[config.mk]
export PLATFORM = sky130hd
export DESIGN_NAME = lssv_core
export DESIGN_NICKNAME = d
export VERILOG_FILES = /design/src/logic/lssv_pkg.sv /design/src/logic/lssv_core.sv /design/src/logic/lssv_intr_gate.sv /design/src/logic/lssv_unscramble.sv
export SDC_FILE = /design/constraint.sdc
export NUM_CORES = 1
export LEC_CHECK = 0
export ABC_AREA = 1
export BUFFER_PORTS_ARGS = -buffer_cell sky130_fd_sc_hd__buf_2
export CELL_PAD_IN_SITES_DETAIL_PLACEMENT = 2
export CELL_PAD_IN_SITES_GLOBAL_PLACEMENT = 2
export CORE_MARGIN = 5
export CORE_UTILIZATION = 31
export CTS_CLUSTER_DIAMETER = 150
export DETAILED_ROUTE_END_ITERATION = 10
export PLACE_DENSITY_LB_ADDON = 0.1
export SLEW_MARGIN = 10
export SYNTH_ARGS = -nofsm -noshare
export SYNTH_HDL_FRONTEND = slang
export SYNTH_SLANG_ARGS = --single-unit
[constraint.sdc]
create_clock -name CLK_SYS -period 2.05 [get_ports CLK_SYS]
set_input_delay 0.41 -clock CLK_SYS [delete_from_list [all_inputs] [get_ports CLK_SYS]]
set_output_delay 0.41 -clock CLK_SYS [all_outputs]
set_load 0.005 [all_outputs]
[src/logic/lssv_pkg.sv]
// Purpose: Shared constants and carriers for the legacy system-state block
// Assumes: APB slave, 32-bit data, wide registers split over two words
// Notes: All offsets are byte addresses
package lssv_pkg;

   // ****************************************
   // Register offsets
   // ****************************************
   localparam logic [7:0] OFF_FLAGS_LO = 8'h00;
   localparam logic [7:0] OFF_FLAGS_HI = 8'h04;
   localparam logic [7:0] OFF_CTRL = 8'h08;
   localparam logic [7:0] OFF_TASK_STATE_DESCRIPTOR_REG_LO = 8'h0C;
   localparam logic [7:0] OFF_TASK_STATE_DESCRIPTOR_REG_HI = 8'h10;
   localparam logic [7:0] OFF_GDT_LO = 8'h14;
   localparam logic [7:0] OFF_GDT_HI = 8'h18;
   localparam logic [7:0] OFF_LDT_LO = 8'h1C;
   localparam logic [7:0] OFF_LDT_HI = 8'h20;
   localparam logic [7:0] OFF_CPL = 8'h24;
   localparam logic [7:0] OFF_STATUS = 8'h28;
   localparam logic [7:0] OFF_TRAP_FLAGS = 8'h2C;

   // ****************************************
   // Control register field positions
   // ****************************************
   localparam int CTRL_IO_BIT = 32;
   localparam int CTRL_IF_BIT = 33;
   localparam int CTRL_II_BIT = 34;
   localparam int CTRL_W = 35;
   localparam logic [34:0] CTRL_RESET = 35'h000000000;

   // ****************************************
   // Legacy flags layout
   // ****************************************
   localparam int FLG_TF = 8;
   localparam int FLG_IF = 9;
   localparam int FLG_NT = 14;
   localparam logic [63:0] FLG_WMASK = 64'h00000000003F7FD5;
   localparam logic [63:0] FLG_ONES = 64'h0000000000000002;
   localparam logic [63:0] FLG_RESET = 64'h0000000000000002;

   // ****************************************
   // Trap vector and instruction codes
   // ****************************************
   localparam logic [3:0] TRAP_VEC_SYSFLAG = 4'h2;
   localparam logic [1:0] OP_NONE = 2'h0;
   localparam logic [1:0] OP_CLEAR = 2'h1;
   localparam logic [1:0] OP_SET = 2'h2;
   localparam logic [1:0] OP_POP = 2'h3;

   // ****************************************
   // Carriers
   // ****************************************
   typedef struct packed {
      logic [31:0] base;
      logic [19:0] limit;
      logic [3:0] seg_type;
      logic sys;
      logic [1:0] dpl;
      logic present;
      logic avl;
      logic big;
      logic gran;
   } lssv_desc_t;

   typedef struct packed {
      logic valid;
      logic [1:0] op;
      logic [31:0] data;
      logic priv_ok;
   } lssv_instr_t;

   typedef struct packed {
      logic valid;
      logic [3:0] vector;
      logic [63:0] prev_flags;
   } lssv_trap_t;

   typedef struct packed {
      logic valid;
      logic [15:0] port;
      logic [2:0] size;
   } lssv_port_t;

endpackage : lssv_pkg

[src/logic/lssv_core.sv]
// Purpose: Legacy system-state registers, checks and flag traps
// Assumes: APB slave on CLK_SYS, synchronous active-high RESET
// Notes: Instruction inputs come from the same clock domain
//
// Operation
// RULE1: Legacy segment loads unscramble the memory descriptor before storing.
// RULE2: Native descriptor writes are stored without any field check.
// RULE3: Port instructions check the bitmap only when permission check is enabled.
// RULE4: Task state descriptor never drives task switches or privilege transfers.
// RULE5: No interrupt vector table register exists.
// RULE6: Privilege checks and saves use current level, not stack-segment field.
// RULE7: Flags at bits 0-21; upper reserved zero; bit 1 one; 3,5,15 zero.
// RULE8: Legacy flags never alter native instruction execution.
// RULE9: Alignment, step, resume, virtual and mode flags govern legacy execution only.
// RULE10: Legacy attempts to change the nested task flag are intercepted.
// RULE11: Legacy interrupts need global enable and passthrough clear or guest flag.
// RULE12: Native interrupts follow the global enable alone.
// RULE13: Guest flag change by clear, set or pop with notify raises trap.
// RULE14: Descriptor table accesses use no supervisor override.
// RULE15: Interrupt-flag virtualization is independent of virtual-8086 extensions.
// RULE16: Software loads a valid task state descriptor before enabling port checks.
// RULE17: Software initialises descriptor table registers before legacy segment loads.
// RULE18: Flag trap comes after the instruction, with previous flags and vector 2.
// RULE19: Passthrough, notify and port check enable live in the control register.
// RULE20: Reserved flag bits always read zero.
//
// Implementation choices: the address map and the APB slave port.
`timescale 1ns/1ps
module lssv_core (
   // Clock and reset
   input wire logic CLK_SYS,
   input wire logic RESET,
   // APB slave
   input wire logic PSEL,
   input wire logic PENABLE,
   input wire logic PWRITE,
   input wire logic [7:0] PADDR,
   input wire logic [31:0] PWDATA,
   output logic [31:0] PRDATA,
   output logic PREADY,
   output logic PSLVERR,
   // Execution state
   input wire logic LEGACY_MODE,
   input wire logic GLOBAL_INTERRUPT_ENABLE,
   input wire logic [1:0] CURRENT_PRIVILEGE_LEVEL,
   input wire logic [1:0] STACK_SEGMENT_PRIVILEGE_FIELD,
   input wire logic VIRTUAL_8086_MODE_EXTENSIONS,
   // Legacy segment load
   input wire logic SEG_LOAD_VALID,
   input wire logic [1:0] SEG_LOAD_SEL,
   input wire logic [63:0] SEG_LOAD_MEM,
   // Legacy flag instruction
   input lssv_pkg::lssv_instr_t FLAG_INSTR,
   input wire logic NT_WRITE_ATTEMPT,
   // Port access
   input lssv_pkg::lssv_port_t PORT_REQ,
   // Results
   output logic INTR_ENABLE,
   output lssv_pkg::lssv_trap_t TRAP,
   output logic NT_INTERCEPT,
   output logic PORT_BITMAP_CHECK,
   output logic [1:0] CHECK_PRIVILEGE,
   output logic TABLE_SUPERVISOR_OVERRIDE,
   output lssv_pkg::lssv_desc_t TASK_STATE_DESCRIPTOR_REG_OUT
);

   // ****************************************
   // State
   // ****************************************
   typedef struct packed {
      logic [63:0] flags;
      logic [34:0] ctrl;
      logic [63:0] task_state_descriptor_reg;
      logic [63:0] global_descriptor_table;
      logic [63:0] local_descriptor_table;
      logic [31:0] prdata;
      logic pready;
      logic pslverr;
      lssv_pkg::lssv_trap_t trap;
      logic nt_int;
      logic port_chk;
      logic [1:0] chk_priv;
   } lssv_state_t;

   lssv_state_t st_ff;
   lssv_state_t nxt_st;
   lssv_pkg::lssv_desc_t unscr;
   logic [63:0] flag_new;
   logic gate_out;

   // ****************************************
   // Helpers
   // ****************************************
   function automatic logic [63:0] lssv_flag_fix(input logic [63:0] v);
      lssv_flag_fix = (v & lssv_pkg::FLG_WMASK) | lssv_pkg::FLG_ONES; // see RULE7 see RULE20
   endfunction : lssv_flag_fix

   function automatic logic [63:0] lssv_wr_lo(input logic [63:0] r, input logic [31:0] d);
      lssv_wr_lo = {r[63:32], d};
   endfunction : lssv_wr_lo

   function automatic logic [63:0] lssv_wr_hi(input logic [63:0] r, input logic [31:0] d);
      lssv_wr_hi = {d, r[31:0]};
   endfunction : lssv_wr_hi

   function automatic logic lssv_mapped(input logic [7:0] a);
      unique case (a)
         lssv_pkg::OFF_FLAGS_LO, lssv_pkg::OFF_FLAGS_HI, lssv_pkg::OFF_CTRL,
         lssv_pkg::OFF_STATUS, lssv_pkg::OFF_TASK_STATE_DESCRIPTOR_REG_LO, lssv_pkg::OFF_TASK_STATE_DESCRIPTOR_REG_HI,
         lssv_pkg::OFF_GDT_LO, lssv_pkg::OFF_GDT_HI, lssv_pkg::OFF_LDT_LO,
         lssv_pkg::OFF_LDT_HI, lssv_pkg::OFF_CPL, lssv_pkg::OFF_TRAP_FLAGS:
            lssv_mapped = 1'b1;
         default: lssv_mapped = 1'b0;
      endcase
   endfunction : lssv_mapped

   // ****************************************
   // Submodules
   // ****************************************
   lssv_unscramble u_unscr (
      .mem_desc(SEG_LOAD_MEM),
      .reg_desc(unscr)
   );

   lssv_intr_gate u_gate (
      .legacy_mode(LEGACY_MODE),
      .global_interrupt_enable(GLOBAL_INTERRUPT_ENABLE),
      .interrupt_flag_passthrough(st_ff.ctrl[lssv_pkg::CTRL_IF_BIT]),
      .guest_interrupt_flag(st_ff.flags[lssv_pkg::FLG_IF]),
      .intr_enable(gate_out)
   );

   // ****************************************
   // Next state
   // ****************************************
   always_comb
   begin
      nxt_st = st_ff;
      flag_new = st_ff.flags;
      nxt_st.trap.valid = 1'b0;
      nxt_st.nt_int = 1'b0;
      nxt_st.pready = 1'b0;
      nxt_st.pslverr = 1'b0;

      // Flag instruction, effect and trap after completion
      if (FLAG_INSTR.valid && LEGACY_MODE && FLAG_INSTR.priv_ok) // see RULE9
      begin
         unique case (FLAG_INSTR.op)
            lssv_pkg::OP_CLEAR: flag_new[lssv_pkg::FLG_IF] = 1'b0;
            lssv_pkg::OP_SET: flag_new[lssv_pkg::FLG_IF] = 1'b1;
            lssv_pkg::OP_POP:
            begin
               flag_new = {st_ff.flags[63:32], FLAG_INSTR.data};
               flag_new[lssv_pkg::FLG_NT] = st_ff.flags[lssv_pkg::FLG_NT]; // see RULE10
            end
            lssv_pkg::OP_NONE: flag_new = st_ff.flags;
         endcase
         flag_new = lssv_flag_fix(flag_new);
         nxt_st.flags = flag_new;
         if (st_ff.ctrl[lssv_pkg::CTRL_II_BIT]
            && flag_new[lssv_pkg::FLG_IF] != st_ff.flags[lssv_pkg::FLG_IF]) // see RULE13
         begin
            nxt_st.trap.valid = 1'b1; // see RULE18
            nxt_st.trap.vector = lssv_pkg::TRAP_VEC_SYSFLAG;
            nxt_st.trap.prev_flags = st_ff.flags;
         end
      end

      // Nested task modification never completes
      if (NT_WRITE_ATTEMPT && LEGACY_MODE)
      begin
         nxt_st.nt_int = 1'b1; // see RULE10
      end

      // Legacy segment load stores unscrambled form
      if (SEG_LOAD_VALID && LEGACY_MODE)
      begin
         unique case (SEG_LOAD_SEL)
            2'h0: nxt_st.global_descriptor_table = {1'b0, unscr}; // see RULE1
            2'h1: nxt_st.local_descriptor_table = {1'b0, unscr}; // see RULE1
            2'h2: nxt_st.task_state_descriptor_reg = {1'b0, unscr}; // see RULE1
            default: nxt_st.task_state_descriptor_reg = st_ff.task_state_descriptor_reg;
         endcase
      end

      // Port permission check enable
      nxt_st.port_chk = PORT_REQ.valid && LEGACY_MODE
         && st_ff.ctrl[lssv_pkg::CTRL_IO_BIT]; // see RULE3

      // Privilege source for checks
      nxt_st.chk_priv = CURRENT_PRIVILEGE_LEVEL; // see RULE6

      // APB access, one wait state before PREADY
      if (PSEL && !PENABLE)
      begin
         nxt_st.prdata = 32'h00000000;
      end
      if (PSEL && PENABLE && !st_ff.pready)
      begin
         nxt_st.pready = 1'b1;
         nxt_st.pslverr = ~lssv_mapped(PADDR); // see RULE5
         if (PWRITE)
         begin
            unique case (PADDR)
               lssv_pkg::OFF_FLAGS_LO:
               begin
                  nxt_st.flags = lssv_flag_fix(lssv_wr_lo(nxt_st.flags, PWDATA));
               end
               lssv_pkg::OFF_FLAGS_HI:
               begin
                  nxt_st.flags = lssv_flag_fix(lssv_wr_hi(nxt_st.flags, PWDATA));
               end
               lssv_pkg::OFF_CTRL:
               begin
                  nxt_st.ctrl[31:0] = PWDATA;
               end
               lssv_pkg::OFF_STATUS:
               begin
                  nxt_st.ctrl[34:32] = PWDATA[2:0]; // see RULE19
               end
               lssv_pkg::OFF_TASK_STATE_DESCRIPTOR_REG_LO:
               begin
                  nxt_st.task_state_descriptor_reg = lssv_wr_lo(nxt_st.task_state_descriptor_reg, PWDATA); // see RULE2
               end
               lssv_pkg::OFF_TASK_STATE_DESCRIPTOR_REG_HI:
               begin
                  nxt_st.task_state_descriptor_reg = lssv_wr_hi(nxt_st.task_state_descriptor_reg, PWDATA); // see RULE2
               end
               lssv_pkg::OFF_GDT_LO:
               begin
                  nxt_st.global_descriptor_table = lssv_wr_lo(nxt_st.global_descriptor_table, PWDATA); // see RULE2
               end
               lssv_pkg::OFF_GDT_HI:
               begin
                  nxt_st.global_descriptor_table = lssv_wr_hi(nxt_st.global_descriptor_table, PWDATA); // see RULE2
               end
               lssv_pkg::OFF_LDT_LO:
               begin
                  nxt_st.local_descriptor_table = lssv_wr_lo(nxt_st.local_descriptor_table, PWDATA); // see RULE2
               end
               lssv_pkg::OFF_LDT_HI:
               begin
                  nxt_st.local_descriptor_table = lssv_wr_hi(nxt_st.local_descriptor_table, PWDATA); // see RULE2
               end
               lssv_pkg::OFF_CPL, lssv_pkg::OFF_TRAP_FLAGS:
               begin
                  nxt_st.pslverr = 1'b0;
               end
               default:
               begin
                  nxt_st.pslverr = 1'b1;
               end
            endcase
         end
         else
         begin
            unique case (PADDR)
               lssv_pkg::OFF_FLAGS_LO:
               begin
                  nxt_st.prdata = st_ff.flags[31:0];
               end
               lssv_pkg::OFF_FLAGS_HI:
               begin
                  nxt_st.prdata = st_ff.flags[63:32]; // see RULE20
               end
               lssv_pkg::OFF_CTRL:
               begin
                  nxt_st.prdata = st_ff.ctrl[31:0];
               end
               lssv_pkg::OFF_STATUS:
               begin
                  nxt_st.prdata = {29'h00000000, st_ff.ctrl[34:32]};
               end
               lssv_pkg::OFF_TASK_STATE_DESCRIPTOR_REG_LO:
               begin
                  nxt_st.prdata = st_ff.task_state_descriptor_reg[31:0];
               end
               lssv_pkg::OFF_TASK_STATE_DESCRIPTOR_REG_HI:
               begin
                  nxt_st.prdata = st_ff.task_state_descriptor_reg[63:32];
               end
               lssv_pkg::OFF_GDT_LO:
               begin
                  nxt_st.prdata = st_ff.global_descriptor_table[31:0];
               end
               lssv_pkg::OFF_GDT_HI:
               begin
                  nxt_st.prdata = st_ff.global_descriptor_table[63:32];
               end
               lssv_pkg::OFF_LDT_LO:
               begin
                  nxt_st.prdata = st_ff.local_descriptor_table[31:0];
               end
               lssv_pkg::OFF_LDT_HI:
               begin
                  nxt_st.prdata = st_ff.local_descriptor_table[63:32];
               end
               lssv_pkg::OFF_CPL:
               begin
                  nxt_st.prdata = {30'h00000000, st_ff.chk_priv};
               end
               lssv_pkg::OFF_TRAP_FLAGS:
               begin
                  nxt_st.prdata = st_ff.trap.prev_flags[31:0];
               end
               default:
               begin
                  nxt_st.prdata = 32'h00000000;
                  nxt_st.pslverr = 1'b1;
               end
            endcase
         end
      end
   end

   // ****************************************
   // Registers
   // ****************************************
   always_ff @(posedge CLK_SYS)
   begin
      if (RESET)
      begin
         st_ff <= '0;
         st_ff.flags <= lssv_pkg::FLG_RESET;
         st_ff.ctrl <= lssv_pkg::CTRL_RESET;
      end
      else
      begin
         st_ff <= nxt_st;
      end
   end

   // ****************************************
   // Outputs
   // ****************************************
   always_comb
   begin
      PRDATA = st_ff.prdata;
      PREADY = st_ff.pready;
      PSLVERR = st_ff.pslverr;
      INTR_ENABLE = gate_out; // see RULE8 see RULE15
      TRAP = st_ff.trap;
      NT_INTERCEPT = st_ff.nt_int;
      PORT_BITMAP_CHECK = st_ff.port_chk; // see RULE3
      CHECK_PRIVILEGE = st_ff.chk_priv; // see RULE6
      TABLE_SUPERVISOR_OVERRIDE = 1'b0; // see RULE14
      TASK_STATE_DESCRIPTOR_REG_OUT = st_ff.task_state_descriptor_reg[62:0]; // see RULE4
   end

endmodule : lssv_core

[src/logic/lssv_intr_gate.sv]
// Purpose: Effective interrupt enable for native and legacy execution
// Assumes: Inputs from same clock domain
// Notes: Independent of virtual-8086 extensions
`timescale 1ns/1ps
module lssv_intr_gate (
   // Mode and enables
   input wire logic legacy_mode,
   input wire logic global_interrupt_enable,
   input wire logic interrupt_flag_passthrough,
   input wire logic guest_interrupt_flag,
   // Result
   output logic intr_enable
);

   // ****************************************
   // Enable equation
   // ****************************************
   always_comb
   begin
      if (legacy_mode)
      begin
         intr_enable = global_interrupt_enable
            & (~interrupt_flag_passthrough | guest_interrupt_flag); // see RULE11
      end
      else
      begin
         intr_enable = global_interrupt_enable; // see RULE12
      end
   end

endmodule : lssv_intr_gate

[src/logic/lssv_unscramble.sv]
// Purpose: Converts a scrambled descriptor-table entry into register format
// Assumes: Standard 8-byte memory descriptor layout
// Notes: Purely combinational
`timescale 1ns/1ps
module lssv_unscramble (
   // Memory image
   input wire logic [63:0] mem_desc,
   // Register image
   output lssv_pkg::lssv_desc_t reg_desc
);

   // ****************************************
   // Field gathering
   // ****************************************
   always_comb
   begin
      reg_desc.limit = {mem_desc[51:48], mem_desc[15:0]};
      reg_desc.base = {mem_desc[63:56], mem_desc[39:16]};
      reg_desc.seg_type = mem_desc[43:40];
      reg_desc.sys = mem_desc[44];
      reg_desc.dpl = mem_desc[46:45];
      reg_desc.present = mem_desc[47];
      reg_desc.avl = mem_desc[52];
      reg_desc.big = mem_desc[54];
      reg_desc.gran = mem_desc[55];
   end

endmodule : lssv_unscramble

Yosys cells after proc, flatten, opt, wreduce, memory -nomap -nowiden
Cells that the tools add are included.
{"block": "word_totals", "regBits": 395, "inputBits": 176, "output_inout_bits": 172, "wordCells": 89}
{"block": "op_classes", "n_eq_ne": 17, "muxes": 28, "bitwise_logic": 6, "reduce_logical": 23}
{"op": "one-hot mux 64 bit (2 select lines)", "count": 4}
{"op": "one-hot mux 32 bit (12 select lines)", "count": 1}
{"op": "2-to-1 mux 325 bit", "count": 1}
{"op": "2-to-1 mux 291 bit", "count": 1}
{"op": "2-to-1 mux 64 bit", "count": 4}
{"op": "2-to-1 mux 192 bit", "count": 1}
{"op": "2-to-1 mux 32 bit", "count": 3}
{"op": "2-to-1 mux 69 bit", "count": 1}
{"op": "equality test 8 x 5 -> 1 bit (second input constant)", "count": 4}
{"op": "equality test 8 x 6 -> 1 bit (second input constant)", "count": 4}
{"op": "equality test 8 x 4 -> 1 bit (second input constant)", "count": 2}
{"op": "2-to-1 mux 12 bit", "count": 1}
{"op": "OR reduction 12 bit", "count": 1}
{"op": "logical AND 1 bit", "count": 10}
{"op": "OR reduction 10 bit", "count": 1}
{"op": "2-to-1 mux 9 bit", "count": 1}
{"op": "equality test 8 x 3 -> 1 bit (second input constant)", "count": 1}
{"op": "zero test 8 bit", "count": 1}
{"op": "2-to-1 mux 1 bit", "count": 7}
{"op": "equality test 2 bit (second input constant)", "count": 3}
{"op": "AND reduction 3 bit", "count": 2}
{"op": "OR reduction 2 bit", "count": 3}
{"op": "equality test 2 x 1 -> 1 bit (second input constant)", "count": 2}
{"op": "zero test 2 bit", "count": 2}
{"op": "9 further kinds", "count": 13}

Longest topological paths before layout
Gate-level depths: netlist of the first run.
{"block": "depth", "depth_word": 8, "depth_mapped": 11, "depth_no_buf": 9}

Modules after synthesis
From an unflattened synthesis of the first run, not the netlist that was laid out.
{"block": "hier_totals", "cells_unflattened": 3144, "hier_area_um2": 20835.0}
{"mod": "lssv_core", "instances": 1, "cells_each": 3077, "area_per_inst_um2": 20340.8, "seq_area_each_um2": 7907.6}
{"mod": "lssv_unscramble", "instances": 1, "cells_each": 63, "area_per_inst_um2": 473.0, "seq_area_each_um2": 0.0}
{"mod": "lssv_intr_gate", "instances": 1, "cells_each": 4, "area_per_inst_um2": 21.3, "seq_area_each_um2": 0.0}

Worst setup path after synthesis of the first run
No wires, ideal clock.
{"block": "synth_path", "path_type": "input -> register", "startpoint": "input port PSEL", "endpoint": "register st_ff[353] (netlist name)", "setup_time_ns": 0.138, "t_arrival_ns": 1.448, "t_required_ns": 1.912, "setup_slack_ns": 0.464, "cell_stages": 9, "n_path_buf": 2, "path_cell_list": "inv_1 nor3_2 nand2_1 buf_6 nor3_4 buf_6 a21oi_1 o21ai_0 a21oi_1"}
{"block": "synth_via", "elab_chain_cells": 3}
{"item": "start, declared", "line_no": "lssv_core.sv:34", "source": "input wire logic PSEL,"}
{"item": "logical AND 1 bit (2 in a row)", "line_no": "lssv_core.sv:198", "source": "if (PSEL && PENABLE && !st_ff.pready)"}
{"item": "2-to-1 mux 325 bit", "line_no": "lssv_core.sv:198"}
{"item": "end signal, assigned", "line_no": "lssv_core.sv:329", "source": "st_ff <= nxt_st;"}
{"item": "end, declared", "line_no": "lssv_core.sv:85", "source": "lssv_state_t st_ff;"}
No other way between the ends.
A chain may end at the register's enable or synchronous reset.

Worst setup path after layout of the first run
{"block": "layout_path", "startpoint": "register st_ff, in the netlist PREADY", "endpoint": "register st_ff[325] (netlist name)"}
{"block": "layout_via", "elab_chain_cells": 3}
{"item": "zero test 1 bit", "line_no": "lssv_core.sv:198"}
{"item": "logical AND 1 bit", "line_no": "lssv_core.sv:198"}
{"item": "AND reduction 3 bit (no line)"}
No other way between the ends.

==> impl_results.md, run 1 <==
- Combined flip-flop and latch cell area: 7910 um^2
- Post-CTS setup buffer count: 0
- Via count of the first global-routing pass: 22.2k
- Worst Hold Margin: 0.0440 ns
- Final Total Pwr: 0.0183 W
- Tightest Pin Transition: 0.620 ns
- Count of final hold-check violations: 0
- Final RePlAce weighted congestion: 0.868
- Proportion of synthesized chip area in sequential cells: 0.380
- Leak: 10.2 nW
- Clock-pin slew on the worst setup and hold paths: 0.06 ns
- CTS Sinks: 395
- Critical path launch point type: flip-flop
- Setup repair after global routing missed its margin: no
- Fraction of post-synthesis cell area in the top cell type by area: 0.380
- Share of async-settable or async-resettable flops after synthesis: 0
- Power per unit of standard cell area: 740 nW/um^2
- Max-slew violation count: 0
- Wire length of the first global-routing pass: 141000 um
- Number of nets with antenna violations after routing: 0
- Max_cap viols: 0
- Number of placed instances with taps included: 4044
- Setup tns final: 0 ns
- Detailed-routed wire length on met2: 41300 um
- Post-synthesis cell type with the largest combined area: dfxtp_1
- Met1 WL: 47400 um
- Post-route minimum period: 1.92 ns
- Warning count from the yosys run: 0
- Top cells by instance count after synthesis: nand2_1, dfxtp_1, nand3_1, a21oi_1, nor2_1
- Worst Hold Class: in -> reg
- Max_slew headroom: 0.587
- Required arrival time at the worst endpoint: 2.54 ns
- Count of cell types in the netlist: 35
- Site Rows: 95
- Final period util: 0.934
- Post-synthesis cell area: 20800 um^2
- Synth-to-layout area growth: 18.9%
- Post-synthesis sequential element count: 395
- Antenna violations before repair: 5
- Estimated wirelength of the detail-placed design: 70700 um
- WL final: 95300 um
- Critical path start-end classification: reg -> reg
- Number of levels the H-tree was split into: 2
- Count of endpoints failing setup in the final report: 0
- Leftover overflow at the end of global routing: 0
- Fill count: 8002
- Largest net degree at the start of global routing: 98
- Highest layer used for signal routing: met5
- Port-buffer cells: 305
- Nets: 3399
- Result of the run: finished clean
- Top-Level Pins: 348
- Met3 Wirelength: 4750 um
- Overall via count from detail_route: 21.2k
- Root Driver: clkbuf_16
- Area of the die: 72400 um^2
- Area occupied by multi-input gates: 9620 um^2
- Worst Path Max Fanout: 42
- Synth Area per Inst: 6.72 um^2
- Total Routing Usage GR: 0.254
- Cell types occupying the most area after synthesis: dfxtp_1, nand2_1, nand3_1
- Top-count cell post-synth: nand2_1
- Wirelength per Cell: 23.0 um
- Drt drc: 0
- Worst IR drop on VDD: 0.561 mV
- Highest clock frequency the design can meet: 522 MHz
- Die boundary height: 269 um
- Clock buffer count from CTS: 49
- Register-to-register path setup slack: 0.13 ns
- Number of DRC markers after the initial detailed-route iteration: 1228
- Via count normalized by instance count: 5.13
- Placeable core region: 66800 um^2
- Mapped Cells: 3094
- Element type at the critical path end: flip-flop
- Ratio of cells with drive above 1 in the final layout: 0.203
- X dimension of the die: 269 um
- Clock tree from TritonCTS: yes
- Top FF cell, synth: dfxtp_1
- Count of flip-flops with a built-in enable after synthesis: 0
- Number of cells in the finished layout apart from fillers: 4139
- CP arrival: 2.40 ns
- Effective utilization at floorplan: 0.311
- Clock tree buffer depth: 3
- Clock Skews: 0.0177 ns
- Total iterations of the first detailed-routing run: 5
- Insertion delay of the later-clocked pin in the worst-skew pair: 0.61 ns
-- cells by family (layout without fill, tap and decap cells) --
family	count (synthesis)	after routing	synth area share
AND/OR/NAND/NOR	1440	1440	0.299
buffers and inverters	634	800	0.160
AO/OA/AOI/OAI	624	624	0.161
flip-flops	395	395	0.380
other	1	7	0.000180
-- registers in the layout (all words and copies together) (netlist names) --
signal	cells
PREADY	1
CHECK_PRIVILEGE	2
NT_INTERCEPT	1
TRAP	66
PORT_BITMAP_CHECK	1
PSLVERR	1
st_ff	228
TASK_STATE_DESCRIPTOR_REG_OUT	63
PRDATA	32
-- critical path: stages (launching register included) --
cell	delay (ns)
dfxtp_1	0.31
nor3_2	0.24
nand2_2	0.28
buf_12	0.26
nor2_4	0.10
inv_2	0.07
buf_12	0.17
o21ai_0	0.25
a21oi_1	0.08
-- cell type report --
cell class	instances	area share
sequential	395	0.320
clock inverter	17	0.00866
antenna	3	0.000304
tap	873	0.0442
clock buffer	74	0.0595
timing repair buffer	458	0.140
inverter	251	0.0381
multi-input combinational	2068	0.389
-- routing by layer --
metal | GRT usage | vias up
met5 | 0 | -
met4 | 0.0510 | 4
met3 | 0.0328 | 99
met2 | 0.391 | 446
met1 | 0.383 | 10700
li1 | - | 10000
-- worst paths after layout --
kind,from,end,depth (start not counted)
hold / removal,CURRENT_PRIVILEGE_LEVEL[1],CHECK_PRIVILEGE[1],3
hold reg to reg,st_ff[360],st_ff[360],2
setup / recovery,PREADY,st_ff[325],8
setup reg to reg,PREADY,st_ff[325],8
-- report_power, final --
part | leakage, nW | switching (W) | internal [W]
logic | 6.22 | 0.000865 | 0.000433
clock network | 0.834 | 0.00368 | 0.00545
registers | 3.19 | 0.0000740 | 0.00777
-- timing repair --
action,4_1_cts,5_1_grt
hold buffers,1,0
endpoints found under the hold margin,1,0
resized for setup,0,1
setup endpoints to repair,0,1
-- cells in the final DEF (no fill, tap or decap), types with 49 or more instances in the layout --
cell,count
nand3_1,307
a21oi_1,288
inv_1,241
o21ai_0,245
buf_4,90
buf_12,62
buf_2,304
clkbuf_16,49
dfxtp_1,395
nand2_1,779
nor2_1,264
-- metrics by stage --
step / instance area [um^2] / util / setup WS (ns)
detailed placement: 23000 / 0.344 / -0.179
global placement: 23000 / 0.344 / -0.110
CTS: 24700 / 0.370 / 0.114
global route: 24700 / 0.370 / 0.0383
finish: 24700 / 0.370 / 0.135
floorplan: 20800 / - / 0.464
(Power assumes the default switching activity.)
==> run 2, diff against run 1 <==
Settings changed: PLACE_DENSITY set to 0.86, PLACE_DENSITY_LB_ADDON 0.1 to unset.
==> run 2 against run 1 <==
  * Hold slack got worse by 0.0062 ns
  * Cell area fell by 2.1%
  * Die area unchanged
  * Flip-flop and latch count is the same
  * Largest cell class unchanged
  * Critical path type unchanged
==> impl_results.md, run 2 (synthesized netlist as in run 1, its figures left out) <==
- Result of the run: finished clean
- Clock Skews: 0.0299 ns (+0.0122 ns)
- Leftover overflow at the end of global routing: 0 (unchanged)
- CP arrival: 2.53 ns (+0.13 ns)
- Final RePlAce weighted congestion: 0.807 (-7.1%)
- Worst Hold Class: in -> reg
- Setup repair after global routing missed its margin: no
- Ratio of cells with drive above 1 in the final layout: 0.191 (-0.0114)
- CP max stage cell: dfxtp_1
- Insertion delay of the later-clocked pin in the worst-skew pair: 0.60 ns (about the same)
- Count of endpoints failing setup in the final report: 0 (unchanged)
- Total Routing Usage GR: 0.287 (+0.0332)
- Top-Level Pins: 348 (unchanged)
- Number of levels the H-tree was split into: 2 (unchanged)
- Placeable core region: 66800 um^2 (unchanged)
- Worst IR drop on VDD: 0.593 mV (+5.8%)
- Effective utilization at floorplan: 0.311 (unchanged)
- WL final: 109000 um (+14%)
- Critical path launch point type: flip-flop
- Most common cell after layout, fill and taps aside: nand2_1
- Leak: 9.93 nW (-3.0%)
- Combined buffer and inverter count along the critical path: 3 (unchanged)
- Final period util: 0.983 (+0.0485)
- Largest net degree at the start of global routing: 151 (+54%)
- Estimated wirelength of the detail-placed design: 70200 um (-0.64%)
- CTS Sinks: 395 (unchanged)
- Worst Path Max Fanout: 58 (+38%)
- Max_slew headroom: 0.424 (-0.162)
- Clock tree buffer depth: 3 (unchanged)
- Highest clock frequency the design can meet: 496 MHz (-4.9%)
- Fill count: 7853 (-1.9%)
- Critical path start-end classification: reg -> reg
- Wire length of the first global-routing pass: 161000 um (+14%)
- Drt drc: 0 (unchanged)
- Most flop-heavy register: st_ff
- Required arrival time at the worst endpoint: 2.56 ns (+0.02 ns)
- Stage delay of the slowest cell on the critical path: 0.44 ns (+0.13 ns)
- Worst Hold Margin: 0.0378 ns (-0.00624 ns)
- Total iterations of the first detailed-routing run: 5 (unchanged)
- CP top delay family: compound AO/OA/AOI/OAI gates
- Port-buffer cells: 305 (unchanged)
- Synth-to-layout area growth: 16.4%
- Via count of the first global-routing pass: 24.4k (+9.8%)
- Root Driver: clkbuf_16
- Element type at the critical path end: flip-flop
- Quantity of hold-fixing buffers added after cts: 0 (-1)
- Layout Utilization: 0.362 (-0.00766)
- Clock-pin slew on the worst setup and hold paths: 0.06 ns (about the same)
- Count of final hold-check violations: 0 (unchanged)
- Most frequent cells in the layout: nand2_1, dfxtp_1, nand3_1, buf_2, a21oi_1
- Number of nets with antenna violations after routing: 0 (unchanged)
- Area of the die: 72400 um^2 (unchanged)
- Power per unit of standard cell area: 715 nW/um^2 (-3.4%)
- Clock buffer count from CTS: 44 (-10%)
- Max-slew violation count: 0 (unchanged)
- Site Rows: 95 (unchanged)
- Sequence of cells on the critical path: inv_1 > o21ai_1 > o211ai_1 > nand3_1 > nor2_4 > inv_2 > buf_12 > o21ai_0 > a21oi_1
- Clock tree from TritonCTS: yes
- Overall via count from detail_route: 22.7k (+6.9%)
- Die boundary height: 269 um (unchanged)
- Flip-flop count of the largest register after layout: 228 (unchanged)
- Post-route minimum period: 2.01 ns (+0.0994 ns)
- Nets: 3367 (-0.94%)
- Max_cap viols: 0 (unchanged)
- Via count normalized by instance count: 5.54 (+7.9%)
- Number of DRC markers after the initial detailed-route iteration: 1938 (+58%)
- Antenna violations before repair: 12 (+7)
- Tightest Pin Transition: 0.864 ns (+0.244 ns)
- X dimension of the die: 269 um (unchanged)
- Wirelength per Cell: 26.5 um (+15%)
-- run 2: changes by cell type in the layout (fill, tap and decap cells not counted), moves of 2 or more --
cell and delta:
buf_4 -25, bufinv_16 -3, clkbuf_1 +5, clkbuf_16 -4, clkbuf_8 -5, clkinv_2 -4
clkinv_8 -2, diode_2 +2
-- run 2: worst paths after layout --
check | startpoint | to | slack, ns | cells after the start
worst min register to register | st_ff[360] | st_ff[360] | 0.46 | 2
worst min-delay path | NT_WRITE_ATTEMPT | NT_INTERCEPT | 0.04 | 3
worst max register to register | st_ff[343] | TRAP[7] | 0.04 | 9
worst max-delay path | st_ff[343] | TRAP[7] | 0.04 | 9
-- run 2: layout make-up --
cell class / count / area, um^2 / share of cell area
multi-input cells: 2068 / 9610 / 0.397
diodes: 5 / 12.5 / 0.000517
inverters: 251 / 942 / 0.0389
flip-flops and latches: 395 / 7910 / 0.327
well taps: 873 / 1090 / 0.0451
repair buffers: 431 / 3250 / 0.134
clock buffers: 70 / 1320 / 0.0545
clock inverters: 8 / 70.1 / 0.00290
-- run 2: what timing repair did --
item,in CTS,in global routing
setup endpoints to repair,0,9
buffers inserted,0,0
gates resized for setup,0,1
-- run 2: metrics by stage --
stage | std cells | power (W) | setup TNS (ns) | worst slack, ns | instance area (um^2)
floorplan | 3097 | 0.00866 | 0 | 0.464 | 20800
global placement | 4018 | 0.00921 | -6.38 | -0.105 | 22800
detailed placement | 4018 | 0.00926 | -21.25 | -0.280 | 22800
CTS | 4096 | 0.0173 | 0 | 0.00196 | 24200
global route | 4099 | 0.0177 | 0 | 0.0251 | 24200
finish | 4101 | 0.0173 | 0 | 0.0353 | 24200
-- run 2: report_power, final --
part / total, W / switching [W] / internal (W)
clock: 0.00812 / 0.00359 / 0.00453
sequential: 0.00785 / 0.0000799 / 0.00777
combinational: 0.00133 / 0.000918 / 0.000412
-- run 2: metal layers --
metal,wire length (um),global-route usage,vias up
met3,8210,0.0674,267
met1,45300,0.366,11500
met4,4600,0.109,8
li1,-,-,9966
met2,50400,0.474,978
met5,54,0,-
-- run 2: worst min-delay path: cells and delay by family --
family / cells / cell delay, ns
buffers and inverters: 1 / 0.10
and+or+nand+nor: 2 / 0.08
==> run 3, diff against run 2 <==
Settings changed: BUFFER_PORTS_ARGS -buffer_cell sky130_fd_sc_hd__buf_2 to -buffer_cell sky130_fd_sc_hd__buf_4, CORE_MARGIN 5 to 8.
==> run 3 against run 2 <==
  * Flip-flop and latch count unchanged
  * Die area up 4.5%
  * Cell count about the same
  * Count of clock-buffer cells in the layout down 4
  * Cell area up 3.7%
  * Critical path depth down 3
  * Critical endpoint is now st_ff[350]
==> impl_results.md, run 3 (synthesized netlist as in run 1, its figures left out) <==
- Die boundary height: 275 um (+2.2%)
- Worst Path Max Fanout: 9 (-84%)
- Net switching share of the total power: 0.266 (+0.000812)
- Drt drc: 0 (unchanged)
- X dimension of the die: 275 um (+2.2%)
- Leak: 10.1 nW (+1.6%)
- Max_slew headroom: 0.561 (+0.137)
- Clock share of power: 0.479 (+0.010)
- Max-slew violation count: 0 (unchanged)
- Area of the die: 75600 um^2 (+4.5%)
- Worst IR drop on VDD: 0.436 mV (-27%)
- Number of DRC markers after the initial detailed-route iteration: 2055 (+6.0%)
- Effective utilization at floorplan: 0.311 (unchanged)
- Number of cells in the finished layout apart from fillers: 4104 (+0.073%)
- Element type at the critical path end: flip-flop
- Nets: 3369 (+0.059%)
- Final period util: 0.988 (+0.00573)
- Insertion delay of the later-clocked pin in the worst-skew pair: 0.60 ns (about the same)
- Quantity of hold-fixing buffers added after cts: 0 (unchanged)
- Most frequent cells in the layout: nand2_1, dfxtp_1, buf_4, nand3_1, a21oi_1
- Ratio of cells with drive above 1 in the final layout: 0.194 (+0.00323)
- Max_cap viols: 0 (unchanged)
- Post-route minimum period: 2.03 ns (+0.0117 ns)
- Met3 layer usage reported by global route: 0.0640 (-0.00339)
- Tightest Pin Transition: 0.659 ns (-0.205 ns)
- Overall via count from detail_route: 23.2k (+2.4%)
- Total iterations of the first detailed-routing run: 6 (+1)
- Largest net degree at the start of global routing: 131 (-13%)
- Highest clock frequency the design can meet: 493 MHz (-0.58%)
- Total Routing Usage GR: 0.294 (+0.00650)
- Clock buffer count from CTS: 45 (+2.3%)
- Internal power consumption: 0.0131 W (+3.2%)
- Part of the power in combinational logic: 0.081 (+0.004)
- Synth-to-layout area growth: 20.6%
- Top-Level Pins: 348 (unchanged)
- Critical path start-end classification: reg -> reg
- Setup repair after global routing missed its margin: no
- Port-buffer cells: 305 (unchanged)
- Leftover overflow at the end of global routing: 0 (unchanged)
- Wirelength per Cell: 28.2 um (+6.4%)
- WL final: 116000 um (+6.4%)
- Setup tns final: 0 ns (unchanged)
- Clock tree buffer depth: 3 (unchanged)
- CTS Sinks: 395 (unchanged)
- Clock Skews: 0.0241 ns (-0.00580 ns)
- Number of placed instances with taps included: 4018 (unchanged)
- Via count normalized by instance count: 5.66 (+2.3%)
- Via count of the first global-routing pass: 25.1k (+2.9%)
- Clock tree from TritonCTS: yes
- Switching power summed over all nets: 0.00476 W (+3.6%)
- Number of levels the H-tree was split into: 2 (unchanged)
- Flip-flop count of the largest register after layout: 228 (unchanged)
- Required arrival time at the worst endpoint: 2.55 ns (about the same)
- Estimated wirelength of the detail-placed design: 73400 um (+4.5%)
- Count of final hold-check violations: 0 (unchanged)
- Most common cell after layout, fill and taps aside: nand2_1
- Number of nets with antenna violations after routing: 0 (unchanged)
- Site Rows: 95 (unchanged)
- Clock-pin slew on the worst setup and hold paths: 0.07 ns (about the same)
- Antenna violations before repair: 10 (-2)
- CP arrival: 2.52 ns (about the same)
- Power per unit of standard cell area: 712 nW/um^2 (-0.34%)
- Worst Hold Margin: 0.0414 ns (+0.00368 ns)
- Placeable core region: 66800 um^2 (unchanged)
- Result of the run: finished clean
- Wire length of the first global-routing pass: 170000 um (+6.1%)
- Most flop-heavy register: st_ff
- Count of endpoints failing setup in the final report: 0 (unchanged)
- Critical path launch point type: flip-flop
- Met2 usage: 0.477 (+0.00330)
- Root Driver: clkbuf_16
- Worst Hold Class: in -> reg
- Power share of the sequential group: 0.440 (-0.014)
- Global-route track usage on met1: 0.373 (+0.00620)
- Busiest metal layer after global routing: met2
- Final RePlAce weighted congestion: 0.838 (+4.0%)
==> run 3: path summary, 6_finish.rpt <==
kind,start,endpoint,slack [ns],cells after the start
worst min register to register,st_ff[337],st_ff[337],0.46,2
worst max-delay path,PREADY,st_ff[350],0.02,6
worst max register to register,PREADY,st_ff[350],0.02,6
worst min-delay path,NT_WRITE_ATTEMPT,NT_INTERCEPT,0.04,3
==> run 3: final cells by class <==
| type | count | area (um^2) |
|---|---|---|
| fill | 7778 | 41700 |
| inverter | 251 | 942 |
| clock buffer | 66 | 1360 |
| tap | 873 | 1090 |
| multi-input combinational | 2068 | 9620 |
| antenna | 5 | 12.5 |
| clock inverter | 14 | 131 |
| timing repair buffer | 432 | 4020 |
| sequential | 395 | 7910 |
==> run 3: stage by stage <==
| step | total power, W | utilization | setup slack [ns] | instance area, um^2 |
|---|---|---|---|---|
| 2_1_floorplan | 0.00866 | - | 0.464 | 20800 |
| 3_3_place_gp | 0.00930 | 0.353 | -0.0121 | 23500 |
| 3_5_place_dp | 0.00937 | 0.353 | -0.294 | 23500 |
| 4_1_cts | 0.0179 | 0.375 | 0.00170 | 25000 |
| 5_1_grt | 0.0182 | 0.376 | 0.0118 | 25100 |
| 6_report | 0.0179 | 0.376 | 0.0236 | 25100 |
==> run 3: metal layers <==
layer / vias to the layer above / part of all wire / wire, um
met5: - / 0.00042 / 48
met1: 11700 / 0.41 / 47300
met2: 1216 / 0.46 / 53500
met4: 8 / 0.046 / 5310
li1: 9971 / - / -
met3: 324 / 0.082 / 9430
==> run 3: critical path, cell delays in order, from the launching register on <==
cell	delay, ns
dfxtp_1	0.34
nor3_4	0.28
nand2_4	0.19
buf_4	0.23
nor2_2	0.39
nand2_1	0.18
a21oi_1	0.30
==> run 3: repair_timing <==
action                                  CTS  global route
gates cloned                              0             1
gates resized for setup                   2             2
buffers inserted                          0             0
endpoints found under the setup margin   12            19
pin swaps                                 0             0
==> run 3: power groups by stage <==
stage | logic [W] | clock network (W) | registers (W)
after floorplan | 0.000677 | 0 | 0.00798
after global placement | 0.00130 | 0 | 0.00801
after detailed placement | 0.00135 | 0 | 0.00801
after CTS | 0.00142 | 0.00861 | 0.00785
after global routing | 0.00152 | 0.00884 | 0.00786
final | 0.00145 | 0.00856 | 0.00786
